### src/shared/tomp_pkg.sv
// constants, field layouts and carrier types for the output mask and pair function block
// Summary of operation
// - mask writes go to a write buffer
// - buffer copied to active mask on sync
// - select 0 loads every clock, 1 on sync
// - mask bits 7..0 map channels 7..0
// - active mask gates response to compare match
// - masked channel forced to inactive state
// - unmasked channel follows its channel mode
// - reserved bits read zero, writes ignored
// - channels grouped in pairs n, n+1 (n=0,2,4,6)
// - bit 30 enables fault control, pair 6
// - bit 29 enables value sync, pair 6
// - bit 28 enables deadtime, pair 6
// - protected fields writable only when unprotected
package tomp_pkg;

  // geometry
  localparam int unsigned NUM_CHAN   = 8;
  localparam int unsigned NUM_PAIRS  = 4;
  localparam int unsigned ADDR_W     = 8;
  localparam int unsigned DATA_W     = 32;

  // register byte offsets
  localparam logic [7:0] OFS_OUTPUT_MASK = 8'h00;
  localparam logic [7:0] OFS_LINKED_FUNC = 8'h04;
  localparam logic [7:0] OFS_MODE_CTRL   = 8'h08;
  localparam logic [7:0] OFS_STATUS      = 8'h0C;

  // linked function fields, one byte per pair
  localparam int unsigned PAIR_STRIDE  = 8;
  localparam int unsigned FAULT_EN_POS = 6;
  localparam int unsigned SYNC_EN_POS  = 5;
  localparam int unsigned DT_EN_POS    = 4;

  // mode control fields
  localparam int unsigned WP_DIS_POS     = 0;
  localparam int unsigned MASK_SYNC_POS  = 1;
  localparam int unsigned DT_CNT_LSB     = 8;
  localparam int unsigned DT_CNT_W       = 6;

  // status fields
  localparam int unsigned STAT_MASK_LSB  = 0;
  localparam int unsigned STAT_FAULT_POS = 8;
  localparam int unsigned STAT_CHAN_LSB  = 16;

  // reset values
  localparam logic [7:0]          RST_MASK   = 8'h00;
  localparam logic                RST_WP_DIS = 1'b0;
  localparam logic                RST_MSYNC  = 1'b0;
  localparam logic [DT_CNT_W-1:0] RST_DT_CNT = 6'h00;

  // one register access from software
  typedef struct packed {
    logic [ADDR_W-1:0] addr;
    logic [DATA_W-1:0] wdata;
    logic              wr;
    logic              rd;
  } reg_req_t;

  // per-pair linked channel controls
  typedef struct packed {
    logic fault_en;
    logic sync_en;
    logic dt_en;
  } pair_cfg_t;

  // bit index of a pair field inside the linked function register
  function automatic int unsigned pair_bit_idx(input int unsigned pair, input int unsigned pos);
    pair_bit_idx = pair * PAIR_STRIDE + pos;
  endfunction

endpackage

### src/hdl/dead_time_gate.sv
// delays the active-going edge of one channel by a programmable count
`timescale 1ns/100ps
`default_nettype none
module dead_time_gate #(
  parameter int unsigned CNT_W = 6
) (
  // clock and reset
  input  wire logic             clk,
  input  wire logic             rst_n,
  // control
  input  wire logic             en,
  input  wire logic [CNT_W-1:0] dt_cnt,
  // channel activity
  input  wire logic             act_in,
  output logic                  act_q
);

  logic [CNT_W-1:0] cnt_q;

  // counts cycles the input has been active
  always_ff @(posedge clk) begin
    if (!rst_n || !act_in) begin
      cnt_q <= '0;
    end else if (cnt_q != dt_cnt) begin
      cnt_q <= cnt_q + 1'b1;
    end
  end

  // inactive edge passes at once, active edge waits out the count
  always_ff @(posedge clk) begin
    if (!rst_n) begin
      act_q <= 1'b0;
    end else if (!en || !act_in) begin
      act_q <= act_in;
    end else if (cnt_q == dt_cnt) begin
      act_q <= 1'b1;
    end
  end

endmodule
`default_nettype wire

### src/hdl/mask_buffer.sv
// double-buffered channel output mask
`timescale 1ns/100ps
`default_nettype none
module mask_buffer
  import tomp_pkg::*;
#(
  parameter int unsigned WIDTH = NUM_CHAN
) (
  // clock and reset
  input  wire logic             clk,
  input  wire logic             rst_n,
  // software side
  input  wire logic             wr_en,
  input  wire logic [WIDTH-1:0] wdata,
  input  wire logic             sync_sel,
  input  wire logic             pwm_sync,
  // mask values
  output logic      [WIDTH-1:0] buf_q,
  output logic      [WIDTH-1:0] active_q
);

  // write buffer, never the active mask directly
  always_ff @(posedge clk) begin
    if (!rst_n) begin
      buf_q <= WIDTH'(RST_MASK);
    end else if (wr_en) begin
      buf_q <= wdata;
    end
  end

  // active mask load point
  always_ff @(posedge clk) begin
    if (!rst_n) begin
      active_q <= WIDTH'(RST_MASK);
    end else if (!sync_sel || pwm_sync) begin
      active_q <= buf_q;
    end
  end

endmodule
`default_nettype wire

### src/hdl/timer_output_mask_pair_ctrl.sv
// channel output masking and linked channel pair controls with register port
`timescale 1ns/100ps
`default_nettype none
module timer_output_mask_pair_ctrl
  import tomp_pkg::*;
#(
  parameter int unsigned DT_W = DT_CNT_W
) (
  // clock and reset
  input  wire logic                I_REF_CLK,
  input  wire logic                I_RESET_N,
  // register port
  input  wire logic [ADDR_W-1:0]   I_ADDR,
  input  wire logic [DATA_W-1:0]   I_WDATA,
  input  wire logic                I_WR,
  input  wire logic                I_RD,
  output logic      [DATA_W-1:0]   O_RDATA,
  // channel mode side
  input  wire logic [NUM_CHAN-1:0] I_MATCH,
  input  wire logic [NUM_CHAN-1:0] I_MATCH_LVL,
  input  wire logic [NUM_CHAN-1:0] I_INACTIVE_LVL,
  input  wire logic                I_PWM_SYNC,
  // fault pin
  input  wire logic                I_FAULT_PIN,
  // channel outputs and pair controls
  output logic      [NUM_CHAN-1:0]  O_CHAN,
  output logic      [NUM_PAIRS-1:0] O_CV_SYNC_EN,
  output logic      [NUM_PAIRS-1:0] O_FAULT_EN
);

  reg_req_t                  req;
  logic                      wr_mask;
  logic                      wr_pair;
  logic                      wr_ctrl;
  logic [NUM_CHAN-1:0]       mask_buf;
  logic [NUM_CHAN-1:0]       mask_act;
  pair_cfg_t [NUM_PAIRS-1:0] pair_q;
  logic                      wp_dis_q;
  logic                      msync_q;
  logic [DT_W-1:0]           dt_cnt_q;
  logic                      fault_m_q;
  logic                      fault_s_q;
  logic [NUM_CHAN-1:0]       mode_q;
  logic [NUM_CHAN-1:0]       act_d;
  logic [NUM_CHAN-1:0]       act_dt;
  logic [NUM_CHAN-1:0]       chan_q;
  logic [DATA_W-1:0]         rdata_d;
  logic [DATA_W-1:0]         rdata_q;

  // bundle the register port
  assign req = '{addr: I_ADDR, wdata: I_WDATA, wr: I_WR, rd: I_RD};

  // write decode
  assign wr_mask = req.wr && (req.addr == OFS_OUTPUT_MASK);
  assign wr_pair = req.wr && (req.addr == OFS_LINKED_FUNC);
  assign wr_ctrl = req.wr && (req.addr == OFS_MODE_CTRL);

  // buffered mask, only bits 7..0 kept
  mask_buffer #(
    .WIDTH    (NUM_CHAN)
  ) u_mask (
    .clk      (I_REF_CLK),
    .rst_n    (I_RESET_N),
    .wr_en    (wr_mask),
    .wdata    (req.wdata[NUM_CHAN-1:0]),
    .sync_sel (msync_q),
    .pwm_sync (I_PWM_SYNC),
    .buf_q    (mask_buf),
    .active_q (mask_act)
  );

  // mode control register
  always_ff @(posedge I_REF_CLK) begin
    if (!I_RESET_N) begin
      wp_dis_q <= RST_WP_DIS;
      msync_q  <= RST_MSYNC;
      dt_cnt_q <= DT_W'(RST_DT_CNT);
    end else if (wr_ctrl) begin
      wp_dis_q <= req.wdata[WP_DIS_POS];
      msync_q  <= req.wdata[MASK_SYNC_POS];
      dt_cnt_q <= req.wdata[DT_CNT_LSB +: DT_W];
    end
  end

  // linked function fields, one set per channel pair
  for (genvar p = 0; p < NUM_PAIRS; p++) begin : g_pair
    always_ff @(posedge I_REF_CLK) begin
      if (!I_RESET_N) begin
        pair_q[p] <= '0;
      end else if (wr_pair) begin
        pair_q[p].sync_en <= req.wdata[pair_bit_idx(p, SYNC_EN_POS)];
        if (wp_dis_q) begin
          pair_q[p].fault_en <= req.wdata[pair_bit_idx(p, FAULT_EN_POS)];
          pair_q[p].dt_en    <= req.wdata[pair_bit_idx(p, DT_EN_POS)];
        end
      end
    end

    // pair controls toward compare and fault logic
    assign O_CV_SYNC_EN[p] = pair_q[p].sync_en;
    assign O_FAULT_EN[p]   = pair_q[p].fault_en;
  end

  // fault pin synchroniser
  always_ff @(posedge I_REF_CLK) begin
    if (!I_RESET_N) begin
      fault_m_q <= 1'b0;
      fault_s_q <= 1'b0;
    end else begin
      fault_m_q <= I_FAULT_PIN;
      fault_s_q <= fault_m_q;
    end
  end

  // channel mode level, responds to a match only when unmasked
  // starts at the inactive level so no channel comes out of reset active
  always_ff @(posedge I_REF_CLK) begin
    if (!I_RESET_N) begin
      mode_q <= I_INACTIVE_LVL;
    end else begin
      for (int i = 0; i < NUM_CHAN; i++) begin
        if (mask_act[i]) begin
          mode_q[i] <= I_INACTIVE_LVL[i];
        end else if (I_MATCH[i]) begin
          mode_q[i] <= I_MATCH_LVL[i];
        end
      end
    end
  end

  // channel activity after mask and fault forcing
  always_comb begin
    for (int i = 0; i < NUM_CHAN; i++) begin
      act_d[i] = (mode_q[i] != I_INACTIVE_LVL[i]) && !mask_act[i];
      if (pair_q[i / 2].fault_en && fault_s_q) begin
        act_d[i] = 1'b0;
      end
    end
  end

  // deadtime on the active-going edge of each channel of an enabled pair
  for (genvar c = 0; c < NUM_CHAN; c++) begin : g_dt
    dead_time_gate #(
      .CNT_W  (DT_W)
    ) u_dt (
      .clk    (I_REF_CLK),
      .rst_n  (I_RESET_N),
      .en     (pair_q[c / 2].dt_en),
      .dt_cnt (dt_cnt_q),
      .act_in (act_d[c]),
      .act_q  (act_dt[c])
    );
  end

  // output pins, all zero in reset, then inactive level unless active after deadtime
  always_ff @(posedge I_REF_CLK) begin
    if (!I_RESET_N) begin
      chan_q <= '0;
    end else begin
      for (int i = 0; i < NUM_CHAN; i++) begin
        chan_q[i] <= (act_dt[i] && !mask_act[i]) ? ~I_INACTIVE_LVL[i] : I_INACTIVE_LVL[i];
      end
    end
  end

  assign O_CHAN = chan_q;

  // read mux, reserved and unmapped bits read zero
  always_comb begin
    rdata_d = '0;
    case (req.addr)
      OFS_OUTPUT_MASK: begin
        rdata_d[NUM_CHAN-1:0] = mask_buf;
      end
      OFS_LINKED_FUNC: begin
        for (int p = 0; p < NUM_PAIRS; p++) begin
          rdata_d[pair_bit_idx(p, FAULT_EN_POS)] = pair_q[p].fault_en;
          rdata_d[pair_bit_idx(p, SYNC_EN_POS)]  = pair_q[p].sync_en;
          rdata_d[pair_bit_idx(p, DT_EN_POS)]    = pair_q[p].dt_en;
        end
      end
      OFS_MODE_CTRL: begin
        rdata_d[WP_DIS_POS]              = wp_dis_q;
        rdata_d[MASK_SYNC_POS]           = msync_q;
        rdata_d[DT_CNT_LSB +: DT_W]      = dt_cnt_q;
      end
      OFS_STATUS: begin
        rdata_d[STAT_MASK_LSB +: NUM_CHAN] = mask_act;
        rdata_d[STAT_FAULT_POS]            = fault_s_q;
        rdata_d[STAT_CHAN_LSB +: NUM_CHAN] = chan_q;
      end
      default: begin
        rdata_d = '0;
      end
    endcase
  end

  // read data stands only in the cycle after the strobe
  always_ff @(posedge I_REF_CLK) begin
    if (!I_RESET_N) begin
      rdata_q <= '0;
    end else if (req.rd) begin
      rdata_q <= rdata_d;
    end else begin
      rdata_q <= '0;
    end
  end

  assign O_RDATA = rdata_q;

endmodule
`default_nettype wire

### config.mk
export PLATFORM = sky130hd
export DESIGN_NAME = timer_output_mask_pair_ctrl
export DESIGN_NICKNAME = d
export VERILOG_FILES = /design/src/shared/tomp_pkg.sv /design/src/hdl/dead_time_gate.sv /design/src/hdl/mask_buffer.sv /design/src/hdl/timer_output_mask_pair_ctrl.sv
export SDC_FILE = /design/constraint.sdc
export NUM_CORES = 1
export LEC_CHECK = 0
export BUFFER_PORTS_ARGS = -buffer_cell sky130_fd_sc_hd__buf_2
export CORE_MARGIN = 1
export CORE_UTILIZATION = 50
export DETAILED_ROUTE_END_ITERATION = 10
export PLACE_DENSITY = 0.72
export SLEW_MARGIN = 20
export SYNTH_ARGS = -nofsm -noshare
export SYNTH_HDL_FRONTEND = slang
export SYNTH_HIERARCHICAL = 1
export SYNTH_SLANG_ARGS = --single-unit
### constraint.sdc
create_clock -name I_REF_CLK -period 3 [get_ports I_REF_CLK]
set_input_delay 0.9 -clock I_REF_CLK [delete_from_list [all_inputs] [get_ports I_REF_CLK]]
set_output_delay 0.9 -clock I_REF_CLK [all_outputs]
set_load 0.02 [all_outputs]
; ---- Yosys cells after proc, flatten, opt, wreduce, memory -nomap -nowiden
; Index checks and enable logic that the tools add are counted.
[word_totals]
regBits = 142
wordCells = 232
[op_classes]
n_eq_ne = 35
add_sub_neg = 8
reduce_logical = 76
muxes = 56
bitwise_logic = 8
[ops]
columns = op, n
row1 = adder 6 x 1 -> 6 bit (second input constant), 8
row2 = equality test 6 bit, 8
row3 = two-way mux 1 bit, 48
row4 = != test 6 bit, 8
row5 = != test 3 x 1 -> 1 bit (second input constant), 8
row6 = logical AND 1 bit, 23
row7 = logical NOT 1 bit, 22
row8 = logical OR 1 bit, 17
row9 = equality test 8 x 4 -> 1 bit (second input constant), 2
row10 = nonzero test 2 bit, 8
row11 = one-hot mux 3 bit (3 select lines), 1
row12 = AND reduction 3 bit, 3
row13 = equality test 8 x 3 -> 1 bit (second input constant), 1
row14 = logical NOT 8 bit, 1
row15 = two-way mux 8 bit, 1
row16 = != test 1 bit, 8
row17 = inverter 1 bit, 8
row18 = one-hot mux 2 bit (2 select lines), 2
row19 = one-hot mux 2 bit (3 select lines), 1
row20 = one-hot mux 3 bit (2 select lines), 1
row21 = one-hot mux 1 bit (2 select lines), 2
row22 = AND reduction 2 bit, 2

; ---- Longest topological paths before layout
; Gate-level depths: netlist (run 1).
[depth]
depth_word = 6
mapped_depth = 7

; ---- Hierarchy
; The synthesis (run 1) kept the hierarchy.
[by_module_without_submodules]
columns = mod, area_each_um2, cells_per_inst, instances
row1 = dead_time_gate, 445.4, 58, 8
row2 = timer_output_mask_pair_ctrl, 2810.2, 275, 1
row3 = mask_buffer, 630.6, 61, 1

; ---- Least setup slack after synthesis (run 1)
; Ideal clock, no wire load.
[synth_path]
path_kind = input port to flip-flop
from = input port I_ADDR[3]
to = register u_mask.buf_q[0]
t_required_ps = 2884
cell_stages = 6
slack_ps = 933
arrival_ps = 1951
cell_sequence = buf_2 -> nor2_1 -> and3_2 -> buf_4 -> mux2i_1 -> nor2b_1
[synth_between]
elab_chain_len = 2
[synth_lines]
columns = element, line
row1 = from (decl), timer_output_mask_pair_ctrl.sv:13  ; input wire logic [ADDR_W-1:0] I_ADDR,
row2 = logical NOT 8 bit, timer_output_mask_pair_ctrl.sv:54  ; assign wr_mask = req.wr && (req.addr == OFS_OUTPUT_MASK);
row3 = logical AND 1 bit, timer_output_mask_pair_ctrl.sv:54
row4 = named net wr_mask, timer_output_mask_pair_ctrl.sv:32  ; logic wr_mask;
row5 = to (signal assigned), mask_buffer.sv:25  ; buf_q <= WIDTH'(RST_MASK);
row6 = to (signal assigned), mask_buffer.sv:27  ; buf_q <= wdata;
row7 = to (decl), mask_buffer.sv:18  ; output logic [WIDTH-1:0] buf_q,
; The timed path passes the listed nets, and every way through them passes these cells.
; A chain may end at the register's enable or synchronous reset.

; ---- Final worst setup path (run 1)
[layout_path]
from = register pair_q (netlist bit O_FAULT_EN[3])
to = output port O_FAULT_EN[3]
[layout_rtl]
columns = element, line
row1 = from (decl), timer_output_mask_pair_ctrl.sv:37  ; pair_cfg_t [NUM_PAIRS-1:0] pair_q;
row2 = to (decl), timer_output_mask_pair_ctrl.sv:28  ; output logic [NUM_PAIRS-1:0] O_FAULT_EN
; No word-level cell between the ends.

==> run metrics, run 1 <==
Hold Path Origin=fault_m_q; Setup CP Type=register to output pin; final setup fails=0; CP endpoint kind=output pin; number of diodes=0; total grt overflow=0; Final Slew Violations=0; post-synth top area share=0.3658; Slew @ Worst Pin=741.8 ps; top post-synthesis cells by area=dfxtp_1, nand2_1, xnor2_1; total track usage=0.2450; Worst Path Arrival=1150 ps; Startpoint Class=register; Critical path buffers and inverters=1; Max Cap Violations=0; clk slew on worst S/H paths=60 ps; skew final=8.488 ps; reg2reg start=fault_s_q; Synth Flop Type=dfxtp_1; Tcrit/Tclk final=0.6832; GPL Wtd Cong=0.8700; Flop pwr share=0.427; Sw Pwr=1002 µW; crit-path max FO=5; cells along the critical path=buf_2; layout cells sized above 1=0.2022; Worst path depth=1; total die area=around 14000 µm²; synthesized area=around 7000 µm²; Final Hold Fails=0; DRC=0; area leader, netlist=dfxtp_1; Worst Hold Path Cells=1; status=finished, final reports clean; Hold Crit Class=register to register; die width=120.4 µm; Detail Route Antenna Nets=0; Cell Pwr Density=539.4 nW/µm²; internal power=3413 µW; first-pass GRT wire length=roughly 28000 µm; CTS tree=built; Seq/Total Area, Yosys=0.4001; Tmin final=2049 ps; commonest non-fill, non-tap cell in the layout=dfxtp_1; number of synthesized flops with an enable pin=8; drt first pass iters=5; initial antenna violation count=0; H-tree levels=4; vias=6050; CTS sink cnt=136; Max-slew headroom=0.5048; Ys Warns=6; crit path launch=O_FAULT_EN[3]; Root Driver=clkbuf_16; DIE HEIGHT=120.4 µm; Routed WL=17140 µm; Avg Vias per Cell=5.623; Hold Slack=429.8 ps; R2R depth=5; post-cts gate resize count=0; drt wl/cell=~16 µm; syn avg cell area=8.755 µm²; logic gate share of total power=0.069; Final #Nets=about 970; row count=42; core area=13450 µm²; hold buffer count at CTS=0; detailed placer's ending HPWL=around 12000 µm; largest net degree at the start of global routing=46; Syn Inst Count=800; initial drt markers=427; commonest cells after routing, fill and taps aside=dfxtp_1, nand2_1, buf_2; clock network power share=0.504; Initial Util=0.5206; fmax=487.9 MHz; num ports=118; Port Buf Inserts=100; Post-CTS Setup Bufs=0; CTS max path bufs=2; async set or reset register ratio after synthesis=0; Pleak=0.003488 µW; CTS Buf Count=17; TNS Setup=0 ps; Clock Latency Late Sink=430 ps; vias in the first global route=between 5000 and 6000; WP data required=2100 ps; slowest CP cell=dfxtp_1; Yosys cell types=41; delay-heaviest family, CP=flip-flops; Layout Area Growth over Synthesis=16.85%; RSZ-0062 raised after global routing=false; Net Sw Frac=0.2269; CP peak stage delay=500 ps; #FFs+latches synth=about 140; maximum VDD drop=0.3914 mV
==> cell type report <==
type                    instances  area (µm²)
well taps                     176       220.2
clock buffers                  23       499.2
clock inverters                 9       136.4
flip-flops and latches        136        2803
multi-input cells             599        3855
inverters                      24       90.09
repair buffers                109       580.6
fillers                      1206        5269
==> cell families after synthesis <==
group	count (synthesis)	synth area share
compound gates	114	0.1140
xor+xnor	64	0.08003
fa+ha+maj	8	0.01429
buf+inv	70	0.05216
flops	136	0.4001
mux	53	0.07788
other cells	1	0.0005354
simple gates	354	0.2610
==> stage by stage <==
| step | power, µW | setup slack (ps) | area, µm² | util | cells |
|---|---|---|---|---|---|
| 3_3_place_gp | 2225 | 577.3 | 7548 | 0.5611 | 1044 |
| 5_1_grt | 4553 | 840.1 | 8184 | 0.6084 | 1076 |
| 2_1_floorplan | 2123 | 933.1 | 7023 | - | 805 |
| 3_5_place_dp | 2228 | 558.8 | 7548 | 0.5611 | 1044 |
| 4_1_cts | 4454 | 927.4 | 8184 | 0.6084 | 1076 |
| 6_report | 4415 | 950.5 | 8184 | 0.6084 | 1076 |
==> sequential cells by signal, indices dropped and copies added (netlist names) <==
signal	count
O_FAULT_EN	4
fault_s_q	1
g_dt.u_dt/cnt_q	48
u_mask/active_q	8
dt_cnt_q	6
O_RDATA	26
fault_m_q	1
O_CHAN	8
u_mask/buf_q	8
mode_q	8
msync_q	1
O_CV_SYNC_EN	4
g_dt.u_dt/act_q	8
wp_dis_q	1
pair_q	4
==> final timing paths <==
path	endpoint	slack, ps
worst min register to register	fault_s_q	430
worst max-delay path	O_FAULT_EN[3]	950
worst max register to register	g_dt[4].u_dt/cnt_q[3]	1130
worst min-delay path	fault_s_q	430
==> power by group through the flow <==
stage               registers, µW  logic [µW]  clock network (µW)
floorplan                    1930         190                   0
global placement             1930         300                   0
detailed placement           1930         301                   0
CTS                          1890         304                2260
global route                 1890         334                2330
finish                       1890         304                2220
==> cell usage after synthesis (17+ instances only) <==
master / count
nand3_1: 50
nor2_1: 39
and3_1: 19
nand2_1: 118
xnor2_1: 48
buf_4: 17
dfxtp_1: 128
mux2i_1: 41
inv_1: 24
and2_1: 19
o21ai_0: 40
nand4_1: 24
==> worst reg2reg max path, delay by kind of cell (launching register included) <==
kind	cells	cell delay [ps]
AO/OA/AOI/OAI	3	730
flip-flops	1	490
AND/OR/NAND/NOR	2	580
==> metal layers <==
| layer | vias to the layer above | global-route usage | routed length (µm) |
|---|---|---|---|
| met3 | 39 | 0.06085 | 1080 |
| met4 | 0 | 0.09491 | 414 |
| met2 | 216 | 0.3944 | 7946 |
| li1 | 2974 | - | - |
| met5 | - | 0 | 0 |
| met1 | 2821 | 0.3152 | 7700 |
(Power assumes the default switching activity.)
==> inputs of run 2 (changes only) <==
--- a/config.mk
+++ b/config.mk
@@ -5,11 +5,12 @@
 export SDC_FILE = /design/constraint.sdc
 export NUM_CORES = 1
 export LEC_CHECK = 0
+export ABC_AREA = 1
 export BUFFER_PORTS_ARGS = -buffer_cell sky130_fd_sc_hd__buf_2
 export CORE_MARGIN = 1
 export CORE_UTILIZATION = 50
 export DETAILED_ROUTE_END_ITERATION = 10
-export PLACE_DENSITY = 0.72
+export PLACE_DENSITY = 0.71
 export SLEW_MARGIN = 20
 export SYNTH_ARGS = -nofsm -noshare
 export SYNTH_HDL_FRONTEND = slang
==> constraint.sdc (replaced) <==
create_clock -name I_REF_CLK -period 2.15 [get_ports I_REF_CLK]
set_input_delay 0.645 -clock I_REF_CLK [delete_from_list [all_inputs] [get_ports I_REF_CLK]]
set_output_delay 0.645 -clock I_REF_CLK [all_outputs]
set_load 0.02 [all_outputs]
==> run 2 against run 1 <==
Routed wire length up 11%. Non-clock buffer count up 16. Global-route usage about the same.
==> run metrics, run 2 <==
Tmin final=about 1700 ps; fmax=588.4 MHz; max reg flops=48 (unchanged); die width=128.1 µm (was 120.4 µm); total track usage=0.2449 (was 0.2450); commonest cells after routing, fill and taps aside=nand2_1, inv_1, dfxtp_1 (was dfxtp_1, nand2_1, buf_2); top post-synthesis cells by area=dfxtp_1, nand2_1, inv_1 (was dfxtp_1, nand2_1, xnor2_1); Max-slew headroom=0.6564 (was 0.5048); post-synth top area share=0.3221 (was 0.3658); vias=7043 (was 6050); Slew @ Worst Pin=513.9 ps (was 741.8 ps); detailed placer's ending HPWL=13860 µm (was 11840 µm); number of diodes=0 (unchanged); layout cells sized above 1=0.2450 (was 0.2022); Finished Cell Area=9294 µm² (was 8184 µm²); Max Cap Violations=0 (unchanged); total die area=16420 µm² (was 14490 µm²); total grt overflow=0 (unchanged); initial antenna violation count=0 (unchanged); Final #Nets=1265 (was 965); synthesized area=7956 µm² (was 7004 µm²); Post-CTS Setup Bufs=0 (unchanged); H-tree levels=4 (unchanged); CTS Buf Count=17 (unchanged); final setup fails=0 (unchanged); Post-DP Area=8627 µm² (was 7548 µm²); TNS Setup=0 ps (unchanged); drt first pass iters=6 (was 5); Synth Flop Type=dfxtp_1 (unchanged); core area=15370 µm² (was 13450 µm²); Seq/Total Area, Yosys=0.3523 (was 0.4001); GPL Wtd Cong=0.8538 (was 0.8700); Worst Path Arrival=2060 ps (was 1150 ps); Detail Route Antenna Nets=0 (unchanged); vias in the first global route=6356 (was 5592); Syn Inst Count=1074 (was 800); WP data required=2510 ps (was 2100 ps); hold buffer count at CTS=0 (unchanged); number of synthesized flops with an enable pin=8 (unchanged); Tcrit/Tclk final=0.7905; DRC=0 (unchanged); largest net degree at the start of global routing=26 (was 46); Biggest register=g_dt.u_dt/cnt_q (unchanged); R2R setup slack=600 ps (was 1130 ps); Yosys cell types=33 (was 41); area leader, netlist=dfxtp_1 (unchanged); Cell Pwr Density=668.4 nW/µm² (was 539.4 nW/µm²); Avg Vias per Cell=4.991 (was 5.623); Hold Slack=405.5 ps (was 429.8 ps); commonest non-fill, non-tap cell in the layout=nand2_1 (was dfxtp_1); RSZ-0062 raised after global routing=false (unchanged); skew final=7.410 ps (was 8.488 ps); status=finished, final reports clean (unchanged); DIE HEIGHT=128.1 µm (was 120.4 µm); most frequent cell after synthesis=nand2_1 (was dfxtp_1); first-pass GRT wire length=31300 µm (was 27810 µm); Commonest cells post-synth=nand2_1, inv_1, dfxtp_1 (was dfxtp_1, nand2_1, nand3_1); Layout Area Growth over Synthesis=16.81% (was 16.85%); drt wl/cell=13.46 µm (was 15.93 µm); Final Core Density=0.6046 (was 0.6084); Setup CP Type=input port to register (was register to output pin); post-cts gate resize count=0 (unchanged); #FFs+latches synth=136 (unchanged); row count=45 (was 42); num ports=118 (unchanged); async set or reset register ratio after synthesis=0 (unchanged); CTS sink cnt=136 (unchanged); Startpoint Class=input port (was register); Ys Warns=6 (unchanged); CTS max path bufs=2 (unchanged); clk slew on worst S/H paths=60 ps (about the same); Root Driver=clkbuf_16 (unchanged); Routed WL=18990 µm (was 17140 µm); Final Hold Fails=0 (unchanged); Pleak=0.004047 µW (was 0.003488 µW); Clock Latency Late Sink=420 ps (was 430 ps); maximum VDD drop=0.5659 mV (was 0.3914 mV); Final Slew Violations=0 (unchanged); Initial Util=0.5176 (was 0.5206); crit-path max FO=8 (was 5); CTS tree=built (unchanged); initial drt markers=462 (was 427); syn avg cell area=7.408 µm² (was 8.755 µm²); Hold Crit Class=input port to register (was register to register); Port Buf Inserts=100 (unchanged); CP endpoint kind=register (was output pin)
==> run 2: cell types whose count changed after synthesis, sizes merged, moves of 39 or more <==
cell   delta
a21oi    +60
nand4    +39
nor2     +93
inv     +156
mux2i    -41
xnor2    -42
nand2   +183
==> run 2: layer usage <==
metal / track usage / routed length [µm]
met1: 0.3202 / 8609
met3: 0.04925 / 949
met4: 0.07128 / 239
met5: 0 / 0
met2: 0.4076 / 9192
==> run 2: path summary, 6_finish.rpt <==
| check | startpoint | endpoint | cells past startpoint |
|---|---|---|---|
| max | I_ADDR[5] | pair_q[6] | 8 |
| min | I_FAULT_PIN | fault_m_q | 3 |
| max reg2reg | fault_s_q | g_dt[1].u_dt/act_q | 5 |
| min reg2reg | fault_m_q | fault_s_q | 2 |
==> run 2: per-stage QoR <==
step,worst slack [ps],power [µW],cells
2_1_floorplan,191.6,2879,1079
3_3_place_gp,157.7,3011,1379
3_5_place_dp,123.7,3017,1379
4_1_cts,444.9,6258,1411
5_1_grt,388.9,6401,1411
6_report,450.5,6212,1411
==> run 2: cell families (layout without fill, tap and decap cells) <==
kind of cell / Yosys count / count (layout) / share of synthesized area
other: 1 / 6 / 0.0004713
adders and majority gates: 8 / 8 / 0.01258
and+or+nand+nor: 570 / 570 / 0.3971
AOI/OAI and AO/OA: 112 / 112 / 0.08146
buffers and inverters: 217 / 338 / 0.1231
DFF: 136 / 136 / 0.3523
xor gates and xnor gates: 30 / 30 / 0.03302
==> run 2: final cells by class <==
class / instances / area, µm²
Clock buffer: 22 / 506.7
Clock inverter: 10 / 160.2
Fill cell: 1390 / 6077
Inverter: 181 / 679.4
Multi-Input combinational cell: 726 / 4193
Sequential cell: 136 / 2803
Tap cell: 211 / 264.0
Timing Repair Buffer: 125 / 688.2
==> run 2: critical path, cell delays in order <==
cell and delay, ps:
buf_2 100, nor2_1 90, nand2_1 180, nor2_2 270, nand3_1 430, nand2_1 200
inv_1 50, nor2_1 80
==> run 2: where the power goes <==
group	total, µW	switching (µW)	leakage, µW	internal (µW)
Sequential	2620	27.1	0.00112	2590
Combinational	344	222	0.00260	122
Clock	3250	1110	0.000327	2140
Total	6210	1360	0.00405	4860
==> inputs of run 3 (changes only) <==
--- a/config.mk
+++ b/config.mk
@@ -5,12 +5,12 @@
 export SDC_FILE = /design/constraint.sdc
 export NUM_CORES = 1
 export LEC_CHECK = 0
-export ABC_AREA = 1
+export ABC_AREA = 0
 export BUFFER_PORTS_ARGS = -buffer_cell sky130_fd_sc_hd__buf_2
 export CORE_MARGIN = 1
 export CORE_UTILIZATION = 50
 export DETAILED_ROUTE_END_ITERATION = 10
-export PLACE_DENSITY = 0.71
+export PLACE_DENSITY = 0.72
 export SLEW_MARGIN = 20
 export SYNTH_ARGS = -nofsm -noshare
 export SYNTH_HDL_FRONTEND = slang
==> constraint.sdc (replaced) <==
create_clock -name I_REF_CLK -period 1.7 [get_ports I_REF_CLK]
set_input_delay 0.51 -clock I_REF_CLK [delete_from_list [all_inputs] [get_ports I_REF_CLK]]
set_output_delay 0.51 -clock I_REF_CLK [all_outputs]
set_load 0.02 [all_outputs]
==> run 3 against run 2 <==
Largest cell class unchanged. Critical path type is now register to output pin. First-iteration DRC count grew 15%. Utilization is 5.1 points higher. Critical endpoint is now O_FAULT_EN[1]. Cell count is 19% lower. Count of clock-buffer cells in the layout is 3 higher.
==> run metrics, run 3 (same netlist as run 1, synthesis figures left out) <==
Setup CP Type=register to output pin (was input port to register); DRC=0 (unchanged); die width=120.4 µm (was 128.1 µm); Hold Crit Class=input port to register (unchanged); Finished Cell Area=8826 µm² (was 9294 µm²); row count=42 (was 45); largest net degree at the start of global routing=22 (was 26); TNS Setup=0 ps (unchanged); Max Cap Violations=0 (unchanged); CP endpoint kind=output pin (was register); Post-CTS Setup Bufs=0 (unchanged); CTS Buf Count=17 (unchanged); drt wl/cell=16.31 µm (was 13.46 µm); delay-heaviest family, CP=flip-flops (was simple AND/OR/NAND/NOR gates); R2R setup slack=100 ps (was 600 ps); DIE HEIGHT=120.4 µm (was 128.1 µm); layout cells sized above 1=0.2761 (was 0.2450); Worst Hold Path Cells=2 (was 3); Avg Vias per Cell=5.574 (was 4.991); initial drt markers=532 (was 462); FF-to-FF End=g_dt[3].u_dt/cnt_q[5] (was g_dt[1].u_dt/act_q); CP peak stage delay=490 ps (was 430 ps); post-cts gate resize count=0 (unchanged); Tcrit/Tclk final=0.9669; Pleak=0.003877 µW (was 0.004047 µW); Port Buf Inserts=100 (unchanged); Hold Path Origin=I_FAULT_PIN (unchanged); Biggest register=g_dt.u_dt/cnt_q (unchanged); WP data required=1190 ps (was 2510 ps); Cell Pwr Density=893.2 nW/µm² (was 668.4 nW/µm²); WHS Endpoint=fault_m_q (unchanged); hold buffer count at CTS=0 (unchanged); crit-path max FO=5 (was 8); max reg flops=48 (unchanged); total grt overflow=0 (unchanged); initial antenna violation count=0 (unchanged); Final Hold Fails=0 (unchanged); cells along the critical path=buf_2 (was buf_2 > nor2_1 > nand2_1 > nor2_2 > nand3_1 > nand2_1 > inv_1 > nor2_1); status=finished, final reports clean (unchanged); Clock Latency Late Sink=420 ps (about the same); skew final=11.12 ps (was 7.410 ps); maximum VDD drop=0.6739 mV (was 0.5659 mV); total track usage=0.2628 (was 0.2449); Root Driver=clkbuf_16 (unchanged); fmax=608.4 MHz; CTS max path bufs=2 (unchanged); number of diodes=0 (unchanged); final std cells w/o fill=1143 (was 1411); commonest non-fill, non-tap cell in the layout=dfxtp_1 (was nand2_1); vias in the first global route=5891 (was 6356); drt first pass iters=5 (was 6); placed cell count=1111 (was 1379); Routed WL=18640 µm (was 18990 µm); Final Slew Violations=0 (unchanged); commonest cells after routing, fill and taps aside=dfxtp_1, nand2_1, buf_2 (was nand2_1, inv_1, dfxtp_1); Critical path buffers and inverters=1 (was 2); Detail Route Antenna Nets=0 (unchanged); Layout Area Growth over Synthesis=26.01% (was 16.81%); CTS sink cnt=136 (unchanged); core area=13450 µm² (was 15370 µm²); num ports=118 (unchanged); GPL Wtd Cong=0.9199 (was 0.8538); Initial Util=0.5206 (was 0.5176); first-pass GRT wire length=29490 µm (was 31300 µm); Tmin final=1644 ps; Worst Path Arrival=1130 ps (was 2060 ps); clk slew on worst S/H paths=60 ps (about the same); slowest CP cell=dfxtp_1 (was nand3_1); total die area=14490 µm² (was 16420 µm²); reg2reg start=fault_s_q (unchanged); CTS tree=built (unchanged); Post-DP Area=8127 µm² (was 8627 µm²); detailed placer's ending HPWL=13150 µm (was 13860 µm); vias=6371 (was 7043); R2R depth=6 (was 5); final setup fails=0 (unchanged); Startpoint Class=register (was input port); H-tree levels=4 (unchanged); Final #Nets=1032 (was 1265)
[run 3: how the worst max path moves through the flow]
stage | from | end | slack, ps | depth (start not counted)
after floorplan | I_ADDR[3] | u_mask/buf_q[0] | 20 | 6
after global placement | I_INACTIVE_LVL[4] | g_dt[4].u_dt/cnt_q[3] | -160 | 8
after detailed placement | I_INACTIVE_LVL[4] | g_dt[4].u_dt/cnt_q[3] | -170 | 8
after CTS | O_FAULT_EN[0] | O_FAULT_EN[0] | 1 | 1
after global routing | fault_s_q | g_dt[3].u_dt/cnt_q[5] | -7 | 6
final | O_FAULT_EN[1] | O_FAULT_EN[1] | 60 | 1
[run 3: metrics by stage]
step	worst slack, ps	hold WS (ps)	utilization	power [µW]
final	56.21	296.6	0.6561	7883
after CTS	1.174	286.4	0.6502	7905
after floorplan	23.14	411.9	-	3746
after global placement	-158.9	417.8	0.6041	4038
after detailed placement	-165.7	421.1	0.6041	4047
after global routing	-7.147	296.4	0.6561	8151
[run 3: where the power goes]
group          switching [µW]  total [µW]  internal [µW]
registers                38.7        3330           3290
clock network            1360        3860           2510
logic                     368         690            322
total                    1760        7880           6120
[run 3: layout make-up]
class / instances / area, µm²
fill: 1155 / 4627
clock buffer: 25 / 506.7
clock inverter: 7 / 113.9
inverter: 24 / 90.09
sequential: 136 / 2806
multi-input combinational: 599 / 3930
timing repair buffer: 176 / 1159
tap: 176 / 220.2
[run 3: metal layers]
metal	vias up	wire length (µm)	global-route usage
li1	3114	-	-
met1	2994	8371	0.3377
met2	225	8745	0.4249
met3	38	1078	0.05708
met4	0	445	0.1111
met5	-	0	0
